$ cat src/core/class_d_pkg.sv
// Constants, register map and field layouts of the class D audio modulator
package class_d_pkg;
  localparam int          ADDR_W        = 8;
  localparam int          DATA_W        = 32;
  localparam int          SAMPLE_W      = 16;
  localparam int          FIFO_DEPTH    = 16;
  localparam int          HOLD_W        = 8;
  localparam int          UPSAMPLE      = 64;
  localparam int          CIC_W         = 32;
  localparam int          CIC_SHIFT     = 6;
  localparam int          CAR_W         = 10;
  localparam int          DUTY_W        = 12;
  localparam int          LFSR_W        = 16;

  localparam logic [7:0]  OFF_CONTROL   = 8'h00;
  localparam logic [7:0]  OFF_STATUS    = 8'h04;
  localparam logic [7:0]  OFF_DMA       = 8'h08;
  localparam logic [7:0]  OFF_FIFO_IN   = 8'h0C;
  localparam logic [7:0]  OFF_HOLD_DIV  = 8'h10;

  localparam int          BIT_ENABLE    = 6;
  localparam int          BIT_DITH_HI   = 5;
  localparam int          BIT_DITH_LO   = 4;
  localparam int          BIT_DEADTIME  = 3;
  localparam int          BIT_CAR_HI    = 2;
  localparam int          BIT_EMPTY     = 1;
  localparam int          BIT_FULL      = 0;
  localparam int          BIT_DMA_EN    = 0;

  localparam logic [7:0]  HOLD_DIV_RST  = 8'h30;
  localparam logic [31:0] STATUS_RST    = 32'h0000_0002;
  localparam logic [15:0] SIGN_FLIP     = 16'h8000;
  localparam logic [15:0] LFSR_SEED     = 16'hACE1;
  localparam logic [15:0] LFSR_TAPS     = 16'hB400;

  localparam logic [1:0]  DITH_NONE     = 2'h0;
  localparam logic [1:0]  DITH_ONE      = 2'h1;
  localparam logic [1:0]  DITH_TWO      = 2'h3;

  localparam logic [9:0]  CAR_DIV [8]   = '{10'd228, 10'd156, 10'd76, 10'd52,
                                            10'd780, 10'd524, 10'd396, 10'd268};

  typedef struct packed {
    logic       enable;
    logic [1:0] dither;
    logic       deadtime;
    logic [2:0] carrier_sel;
  } control_s;

  typedef struct packed {
    logic       empty;
    logic       full;
  } fifo_flags_s;
endpackage

$ cat src/core/class_d_audio_modulator.sv
// Class D audio modulator: register port, sample FIFO, hold, CIC, modulator, driver legs
module class_d_audio_modulator #(
  parameter int MOD_TICK_DIV = 4
) (
  input  wire logic                          i_clk,
  input  wire logic                          i_srst,
  input  wire logic [class_d_pkg::ADDR_W-1:0] i_addr,
  input  wire logic [class_d_pkg::DATA_W-1:0] i_wdata,
  input  wire logic                          i_wr,
  input  wire logic                          i_rd,
  output logic      [class_d_pkg::DATA_W-1:0] o_rdata,
  input  wire logic                          i_mod_clk_double,
  output logic                               o_dma_req,
  output logic                               o_speaker_out_positive,
  output logic                               o_speaker_out_positive_oe_n,
  output logic                               o_speaker_out_negative,
  output logic                               o_speaker_out_negative_oe_n,
  output logic      [1:0]                    o_gate_high,
  output logic      [1:0]                    o_gate_low
);
  localparam int PTR_W = $clog2(class_d_pkg::FIFO_DEPTH);
  localparam int PH_W  = $clog2(class_d_pkg::UPSAMPLE);
  localparam int MD_W  = $clog2(MOD_TICK_DIV + 1);

  initial begin
    if (MOD_TICK_DIV < 2 || (MOD_TICK_DIV % 2) != 0) begin
      $error("MOD_TICK_DIV must be even and at least 2");
    end
  end

  // Register bus
  class_d_pkg::control_s                 ctrl_r, ctrl_nxt;
  logic                                  dma_en_r, dma_en_nxt;
  logic [class_d_pkg::HOLD_W-1:0]        div_r, div_nxt;
  logic [class_d_pkg::DATA_W-1:0]        rdata_nxt;
  class_d_pkg::fifo_flags_s              flags;
  logic                                  push;

  always_comb begin
    ctrl_nxt   = ctrl_r;
    dma_en_nxt = dma_en_r;
    div_nxt    = div_r;
    rdata_nxt  = '0;
    push       = 1'b0;
    if (i_wr) begin
      unique case (i_addr)
        class_d_pkg::OFF_CONTROL:  ctrl_nxt = i_wdata[class_d_pkg::BIT_ENABLE:0];
        class_d_pkg::OFF_DMA:      dma_en_nxt = i_wdata[class_d_pkg::BIT_DMA_EN];
        class_d_pkg::OFF_FIFO_IN:  push = 1'b1;
        class_d_pkg::OFF_HOLD_DIV: begin
          if (i_wdata[class_d_pkg::HOLD_W-1:0] != '0) begin
            div_nxt = i_wdata[class_d_pkg::HOLD_W-1:0];
          end
        end
        default: ;
      endcase
    end
    if (i_rd) begin
      unique case (i_addr)
        class_d_pkg::OFF_CONTROL:  rdata_nxt = {25'h0, ctrl_r};
        class_d_pkg::OFF_STATUS:   rdata_nxt = {30'h0, flags};
        class_d_pkg::OFF_DMA:      rdata_nxt = {31'h0, dma_en_r};
        class_d_pkg::OFF_HOLD_DIV: rdata_nxt = {24'h0, div_r};
        default:                   rdata_nxt = '0;
      endcase
    end
  end

  always_ff @(posedge i_clk) begin
    if (i_srst) begin
      ctrl_r   <= '0;
      dma_en_r <= 1'b0;
      div_r    <= class_d_pkg::HOLD_DIV_RST;
      o_rdata  <= '0;
    end else begin
      ctrl_r   <= ctrl_nxt;
      dma_en_r <= dma_en_nxt;
      div_r    <= div_nxt;
      o_rdata  <= rdata_nxt;
    end
  end

  // Sample FIFO and hold timing
  logic [class_d_pkg::SAMPLE_W-1:0] mem_r [class_d_pkg::FIFO_DEPTH];
  logic [class_d_pkg::SAMPLE_W-1:0] mem_nxt [class_d_pkg::FIFO_DEPTH];
  logic [PTR_W:0]                   wptr_r, wptr_nxt, rptr_r, rptr_nxt;
  logic                             en_prev_r;
  logic [class_d_pkg::HOLD_W-1:0]   hcnt_r, hcnt_nxt;
  logic [PH_W-1:0]                  phase_r, phase_nxt;
  logic [class_d_pkg::SAMPLE_W-1:0] held_r, held_nxt;
  logic                             tick, pop;

  assign flags.full  = (wptr_r[PTR_W] != rptr_r[PTR_W]) &&
                       (wptr_r[PTR_W-1:0] == rptr_r[PTR_W-1:0]);
  assign flags.empty = (wptr_r == rptr_r);
  assign o_dma_req   = dma_en_r && !flags.full;

  // Each hold tick is one CIC output step; every 64th takes a sample
  assign tick = ctrl_r.enable && (hcnt_r == div_r - 8'h01);
  assign pop  = tick && (phase_r == '0);

  always_comb begin
    mem_nxt   = mem_r;
    wptr_nxt  = wptr_r;
    rptr_nxt  = rptr_r;
    held_nxt  = held_r;
    hcnt_nxt  = tick ? '0 : hcnt_r + 8'h01;
    phase_nxt = tick ? phase_r + 1'b1 : phase_r;
    if (push && !flags.full) begin
      mem_nxt[wptr_r[PTR_W-1:0]] = i_wdata[class_d_pkg::SAMPLE_W-1:0];
      wptr_nxt = wptr_r + 1'b1;
    end
    if (pop && !flags.empty) begin
      held_nxt = mem_r[rptr_r[PTR_W-1:0]];
      rptr_nxt = rptr_r + 1'b1;
    end
    if (!ctrl_r.enable) begin
      hcnt_nxt  = '0;
      phase_nxt = '0;
      if (en_prev_r) begin
        wptr_nxt = '0;
        rptr_nxt = '0;
      end
    end
  end

  always_ff @(posedge i_clk) begin
    if (i_srst) begin
      wptr_r    <= '0;
      rptr_r    <= '0;
      en_prev_r <= 1'b0;
      hcnt_r    <= '0;
      phase_r   <= '0;
      held_r    <= '0;
    end else begin
      wptr_r    <= wptr_nxt;
      rptr_r    <= rptr_nxt;
      en_prev_r <= ctrl_r.enable;
      hcnt_r    <= hcnt_nxt;
      phase_r   <= phase_nxt;
      held_r    <= held_nxt;
    end
    mem_r <= mem_nxt;
  end

  // Two-stage CIC interpolator: combs at sample rate, integrators at hold rate
  logic signed [class_d_pkg::CIC_W-1:0] x_d_r, c1_d_r, i1_r, i2_r;
  logic signed [class_d_pkg::CIC_W-1:0] x_d_nxt, c1_d_nxt, i1_nxt, i2_nxt;
  logic signed [class_d_pkg::CIC_W-1:0] x_in, c1, c2;
  logic        [class_d_pkg::SAMPLE_W-1:0] cic_out;

  always_comb begin
    x_in     = class_d_pkg::CIC_W'($signed(held_nxt));
    c1       = x_in - x_d_r;
    c2       = c1 - c1_d_r;
    x_d_nxt  = x_d_r;
    c1_d_nxt = c1_d_r;
    i1_nxt   = i1_r;
    i2_nxt   = i2_r;
    if (tick) begin
      i1_nxt = i1_r + (pop ? c2 : '0);
      i2_nxt = i2_r + i1_nxt;
      if (pop) begin
        x_d_nxt  = x_in;
        c1_d_nxt = c1;
      end
    end
    if (!ctrl_r.enable) begin
      x_d_nxt  = '0;
      c1_d_nxt = '0;
      i1_nxt   = '0;
      i2_nxt   = '0;
    end
  end

  assign cic_out = i2_r[class_d_pkg::CIC_SHIFT +: class_d_pkg::SAMPLE_W];

  always_ff @(posedge i_clk) begin
    if (i_srst) begin
      x_d_r  <= '0;
      c1_d_r <= '0;
      i1_r   <= '0;
      i2_r   <= '0;
    end else begin
      x_d_r  <= x_d_nxt;
      c1_d_r <= c1_d_nxt;
      i1_r   <= i1_nxt;
      i2_r   <= i2_nxt;
    end
  end

  // Modulator: enable pulse stands in for the modulator clock
  function automatic logic signed [class_d_pkg::DUTY_W-1:0] dither_amount(
    input logic [1:0] sel,
    input logic       coin
  );
    logic signed [class_d_pkg::DUTY_W-1:0] mag;
    mag = '0;
    unique case (sel)
      class_d_pkg::DITH_ONE: mag = 12'sd1;
      class_d_pkg::DITH_TWO: mag = 12'sd2;
      default:               mag = '0;
    endcase
    return coin ? -mag : mag;
  endfunction

  logic [MD_W-1:0]                    mdiv_r, mdiv_nxt;
  logic [MD_W-1:0]                    mdiv_last;
  logic                               mtick;
  logic [class_d_pkg::CAR_W-1:0]      car_div, ccnt_r, ccnt_nxt;
  logic [class_d_pkg::DUTY_W-1:0]     duty_r, duty_nxt;
  logic [15:0]                        err_r, err_nxt;
  logic [class_d_pkg::LFSR_W-1:0]     lfsr_r, lfsr_nxt;
  logic [26:0]                        q;
  logic signed [class_d_pkg::DUTY_W-1:0] dq;
  logic                               pwm_r, pwm_nxt;

  assign mdiv_last = i_mod_clk_double ? MD_W'(MOD_TICK_DIV / 2 - 1)
                                      : MD_W'(MOD_TICK_DIV - 1);
  assign mtick     = (mdiv_r == mdiv_last);
  assign car_div   = class_d_pkg::CAR_DIV[ctrl_r.carrier_sel];

  always_comb begin
    mdiv_nxt = mtick ? '0 : mdiv_r + 1'b1;
    ccnt_nxt = ccnt_r;
    duty_nxt = duty_r;
    err_nxt  = err_r;
    lfsr_nxt = lfsr_r;
    pwm_nxt  = pwm_r;
    q  = 27'((cic_out ^ class_d_pkg::SIGN_FLIP) * car_div) + 27'(err_r);
    dq = $signed({1'b0, q[26:16]}) + dither_amount(ctrl_r.dither, lfsr_r[0]);
    if (mtick) begin
      pwm_nxt = (12'(ccnt_r) < duty_r);
      if (ccnt_r >= car_div - 10'd1) begin
        ccnt_nxt = '0;
        err_nxt  = q[15:0];
        lfsr_nxt = lfsr_r[0] ? (lfsr_r >> 1) ^ class_d_pkg::LFSR_TAPS : lfsr_r >> 1;
        if (dq < 0) begin
          duty_nxt = '0;
        end else if (dq > $signed({2'b00, car_div})) begin
          duty_nxt = 12'(car_div);
        end else begin
          duty_nxt = dq;
        end
      end else begin
        ccnt_nxt = ccnt_r + 10'd1;
      end
    end
  end

  always_ff @(posedge i_clk) begin
    if (i_srst) begin
      mdiv_r <= '0;
      ccnt_r <= '0;
      duty_r <= '0;
      err_r  <= '0;
      lfsr_r <= class_d_pkg::LFSR_SEED;
      pwm_r  <= 1'b0;
    end else begin
      mdiv_r <= mdiv_nxt;
      ccnt_r <= ccnt_nxt;
      duty_r <= duty_nxt;
      err_r  <= err_nxt;
      lfsr_r <= lfsr_nxt;
      pwm_r  <= pwm_nxt;
    end
  end

  // Driver legs: 0 positive, 1 negative, both gates off during a switch gap
  logic [1:0] leg_r, leg_nxt, target;
  logic [1:0] gap_r [2];
  logic [1:0] gap_nxt [2];
  logic [1:0] gap_len;

  assign target  = {~pwm_r, pwm_r};
  assign gap_len = ctrl_r.deadtime ? 2'd2 : 2'd1;

  always_comb begin
    leg_nxt = leg_r;
    gap_nxt = gap_r;
    for (int k = 0; k < 2; k++) begin
      if (mtick) begin
        if (gap_r[k] != '0) begin
          gap_nxt[k] = gap_r[k] - 2'd1;
          if (gap_r[k] == 2'd1) begin
            leg_nxt[k] = target[k];
          end
        end else if (target[k] != leg_r[k]) begin
          gap_nxt[k] = gap_len;
        end
      end
    end
  end

  always_ff @(posedge i_clk) begin
    if (i_srst) begin
      leg_r <= 2'b10;
      gap_r <= '{2'd0, 2'd0};
    end else begin
      leg_r <= leg_nxt;
      gap_r <= gap_nxt;
    end
  end

  always_comb begin
    for (int k = 0; k < 2; k++) begin
      o_gate_high[k] = ctrl_r.enable && leg_r[k] && (gap_r[k] == '0);
      o_gate_low[k]  = ctrl_r.enable && !leg_r[k] && (gap_r[k] == '0);
    end
  end

  assign o_speaker_out_positive      = leg_r[0];
  assign o_speaker_out_negative      = leg_r[1];
  assign o_speaker_out_positive_oe_n = !ctrl_r.enable;
  assign o_speaker_out_negative_oe_n = !ctrl_r.enable;
endmodule

$ cat config.mk
export PLATFORM = sky130hd
export DESIGN_NAME = class_d_audio_modulator
export DESIGN_NICKNAME = d
export VERILOG_FILES = /design/src/core/class_d_pkg.sv /design/src/core/class_d_audio_modulator.sv
export SDC_FILE = /design/constraint.sdc
export NUM_CORES = 1
export LEC_CHECK = 0
export ABC_AREA = 0
export BUFFER_PORTS_ARGS = -buffer_cell sky130_fd_sc_hd__buf_2
export CAP_MARGIN = 15
export CORE_UTILIZATION = 55
export CTS_BUF_LIST = sky130_fd_sc_hd__clkbuf_2 sky130_fd_sc_hd__clkbuf_4 sky130_fd_sc_hd__clkbuf_8
export DETAILED_ROUTE_END_ITERATION = 12
export MAX_ROUTING_LAYER = met4
export PLACE_DENSITY_LB_ADDON = 0.12
export SYNTH_ARGS = -nofsm -noshare
export SYNTH_HDL_FRONTEND = slang
export SYNTH_SLANG_ARGS = --single-unit
$ cat constraint.sdc
create_clock -name i_clk -period 9.4 [get_ports i_clk]
set_input_delay 1.88 -clock i_clk [delete_from_list [all_inputs] [get_ports i_clk]]
set_output_delay 1.88 -clock i_clk [all_outputs]
set_load 0.05 [all_outputs]
==> results.rst <==
.. list-table::
   :header-rows: 1

   * - Metric
     - Value
   * - Status
     - completed
   * - Num CTS Buffers
     - about 80
   * - Count of final setup violators
     - 0
   * - Largest net degree at the start of global routing
     - 76
   * - Final RePlAce weighted congestion
     - roughly 0.87
   * - Average routed wire per standard cell
     - 18.7 microns
   * - Number of synthesized register bits
     - roughly 460
   * - Final critical-path share of the clock period
     - ~94%
   * - Count of warnings emitted by yosys
     - 0
   * - Final standard cell utilization of the core
     - roughly 62%
   * - Worst r2r path cells
     - 36
   * - Total number of vias
     - 18,310
   * - Number of filler cells placed in the layout
     - between 3,000 and 4,000
   * - Count of port buffers added during placement
     - 45
   * - Final hold violation count
     - 0
   * - CP max stage delay
     - ~0.55 ns
   * - Area used by sequential logic in the layout
     - roughly 12,000 sq um
   * - Share of the yosys chip area belonging to registers
     - 43.5%
   * - Worst slack after detailed placement
     - -0.0255 ns
   * - Worst Path Buf+Inv
     - 4
   * - Standard cell core area
     - 48,000 sq um
   * - H-tree depth
     - 3
   * - Number of violations of the max-capacitance limit
     - 0
   * - Cell area after placement
     - approximately 28,000 sq um
   * - Multi-input gate area in the final layout
     - between 10,000 and 15,000 sq um
   * - Max_slew headroom
     - a little under a third
   * - DP Wirelength
     - approximately 43 mm
   * - Most frequent CP cell
     - sky130_fd_sc_hd__fa_1
   * - Number of instances in the synthesized netlist
     - roughly 2,500
   * - Root buffer selected by CTS
     - sky130_fd_sc_hd__clkbuf_8
   * - Endpoint required time on the critical path
     - roughly 10 ns
   * - Hold_buf cts
     - 0
   * - Leading register cell type out of synthesis
     - sky130_fd_sc_hd__edfxtp_1
   * - Leakage power
     - 11.9 nW
   * - Kind of critical path
     - reg -> reg
   * - Top Family by Delay on Critical Path
     - adder cells
   * - Fraction of layout instances using a drive strength above 1
     - 15.4%
   * - Pins Over Slew Limit
     - 0
   * - Clock slew at the register clock pins of the worst setup and hold paths
     - around 0.060 ns
   * - Cell row count
     - 80
   * - Launch point of the critical path
     - ctrl_r[0]
   * - Element type at the critical path start
     - flip-flop
   * - Post-detailed-route count of antenna-violating nets
     - 0
   * - Worst Hold Class
     - reg -> reg
   * - Smallest setup slack after layout
     - approximately 0.53 ns
   * - Number of top-level design ports
     - 86
   * - Unrepaired setup endpoints after global routing
     - true
   * - Slowest stage cell, crit path
     - sky130_fd_sc_hd__fa_1
   * - Initial antenna violation count
     - 3
   * - Max clock buf depth
     - 3
   * - Worst vdd ir
     - roughly 0.00019 V
   * - Kind of end point of the critical path
     - flip-flop
   * - Post-Place Cells
     - 3,075
   * - Overflow left after global routing
     - 0
   * - Total die area
     - 50,000 sq um
   * - Number of distinct standard cells referenced by the synthesized netlist
     - between 70 and 80
   * - FMAX
     - approximately 110 MHz
   * - Post-Syn Area per Cell
     - roughly 11 sq um
   * - Number of stages on the worst hold path
     - 2
   * - Clk_skew
     - ~0.04 ns
   * - Sink Count
     - between 400 and 500
   * - Async SR Flop Fraction
     - 0%
   * - Fin Hold WS
     - 0.447 ns
   * - Critical Path Stages
     - 36
   * - Most common cell after layout, fill and taps aside
     - sky130_fd_sc_hd__nand2_1
   * - Clock tree from TritonCTS
     - done
   * - GRT Overall Usage
     - between 20% and 30%
   * - Count of unresolved DRC violations after routing
     - 0
   * - Layout overhead on the synthesized area
     - 10.8%
   * - Via-to-Cell Ratio
     - ~5.7
   * - Worst hold path startpoint
     - c1_d_r[9]
   * - Reg2Reg Launch Point
     - ctrl_r[0]
   * - Min cycle time layout
     - 8.87 ns
   * - Clock network latency to the later pin of the worst-skew pair
     - about 0.66 ns
   * - Effective utilization at floorplan
     - ~56%
   * - Routed WL
     - between 60 and 70 mm
   * - Die height
     - around 220 microns
   * - Data arrival time of the critical path
     - approximately 9.4 ns
   * - Iteration count of the initial detailed-routing pass
     - 5
   * - Power Dens Cells
     - 134 nW/um^2
   * - DRC marker count from the first detailed-route iteration
     - around 1,000
   * - Most frequent cells in the layout
     - sky130_fd_sc_hd__nand2_1, sky130_fd_sc_hd__edfxtp_1, sky130_fd_sc_hd__inv_1
   * - Finished Layout Cells
     - approximately 3,200
   * - Number of global-route vias before repair
     - about 18,000
   * - Largest fanout on the critical path
     - 12
   * - Global-route wire length before repair
     - about 97 mm
   * - Net count, final
     - 2,907
   * - Slew at the pin closest to its max-slew limit
     - between 1 and 1.5 ns
   * - Count of flip-flops with a built-in enable after synthesis
     - between 200 and 300
   * - Mapped Area
     - 27,000 sq um
   * - Die X
     - 224 microns
   * - Post-route cell area
     - about 30,000 sq um
path summary, 6_finish.rpt:
path                            slack [ns]   endpoint
worst max-delay path                  0.53  duty_r[3]
worst min-delay path                  0.45  c1_d_r[9]
worst max register to register        0.53  duty_r[3]
worst min register to register        0.45  c1_d_r[9]
synthesized netlist by cell type (16+ instances only):
master | instances | area (sq um)
sky130_fd_sc_hd__edfxtp_1 | 256 | 7690
sky130_fd_sc_hd__nand2_1 | 267 | 1000
sky130_fd_sc_hd__inv_1 | 208 | 781
sky130_fd_sc_hd__xnor2_1 | 88 | 771
sky130_fd_sc_hd__buf_4 | 25 | 188
sky130_fd_sc_hd__a21o_1 | 34 | 255
sky130_fd_sc_hd__dfxtp_1 | 203 | 4060
sky130_fd_sc_hd__mux4_2 | 80 | 1800
sky130_fd_sc_hd__mux2i_1 | 32 | 320
sky130_fd_sc_hd__ha_1 | 209 | 2620
sky130_fd_sc_hd__fa_1 | 102 | 2040
sky130_fd_sc_hd__and2_1 | 69 | 432
sky130_fd_sc_hd__o21ai_0 | 51 | 255
sky130_fd_sc_hd__nor2_1 | 181 | 679
sky130_fd_sc_hd__xor2_1 | 47 | 412
sky130_fd_sc_hd__o21bai_1 | 18 | 135
sky130_fd_sc_hd__nor3_1 | 34 | 170
sky130_fd_sc_hd__nand3_1 | 28 | 140
sky130_fd_sc_hd__mux2_2 | 17 | 191
sky130_fd_sc_hd__nor2b_1 | 32 | 200
sky130_fd_sc_hd__a21oi_1 | 155 | 776
sky130_fd_sc_hd__nand2b_1 | 16 | 100
sky130_fd_sc_hd__and3_1 | 16 | 100
sky130_fd_sc_hd__clkbuf_1 | 76 | 285
sky130_fd_sc_hd__a211oi_1 | 36 | 270
stage by stage:
stage,total power [W],TNS (ns)
final,0.00402,0
after global routing,0.00416,-0.0521
after CTS,0.00407,0
after detailed placement,0.00224,-0.0255
after global placement,0.00223,0
after floorplan,0.00221,0
layer usage:
layer	share of wire [%]	global-route usage, %
met2	50	42.9
met3	4.2	4.04
met1	43	31.5
met4	3.1	8.64
met5	0	-
final cells by class:
type / instances / area share (%)
multi-input cells: 1695 / 47.8
flip-flops and latches: 459 / 39.3
clock buffers: 116 / 4.73
inverters: 210 / 2.64
well taps: 615 / 2.57
repair buffers: 106 / 2.31
clock inverters: 26 / 0.611
diodes: 4 / 0.0335
flip-flops by register name, summed over array words and instances (netlist names), 2 cells and up:
signal	flops
ctrl_r	7
duty_r	11
err_r	14
div_r	8
leg_r	2
o_rdata	8
mdiv_r	3
rptr_r	5
phase_r	6
mem_r	256
gap_r	4
held_r	16
wptr_r	5
i2_r	22
i1_r	22
hcnt_r	8
x_d_r	16
lfsr_r	16
ccnt_r	10
c1_d_r	17
power by group:
group,leakage (nW),internal (W),total [W],switching (W)
combinational,7.10,0.0000134,0.0000721,0.0000587
clock,0.845,0.000980,0.00182,0.000841
sequential,3.94,0.00212,0.00212,0.00000280
total,11.9,0.00311,0.00402,0.000903
logic make-up after synthesis:
family,share of synthesized area (%)
multiplexers,8.57
flip-flops,43.5
AO/OA/AOI/OAI,8.87
XOR/XNOR,4.38
adder cells (fa/ha/maj),17.3
buffers and inverters,4.82
other,0.0139
AND/OR/NAND/NOR,12.6
what timing repair did:
| action | CTS | global route |
|---|---|---|
| buffers inserted | 0 | 10 |
| setup endpoints to repair | 1 | 15 |
| pin swaps | 0 | 19 |
| resized for setup | 5 | 50 |
tightest hold or removal path, delay by kind of cell, from the launching register on:
family | cells | cell delay (ns)
DFF | 1 | 0.30
AOI/OAI and AO/OA | 1 | 0.05
and+or+nand+nor | 1 | 0.05
No activity file was read; power rests on OpenSTA's default activity.
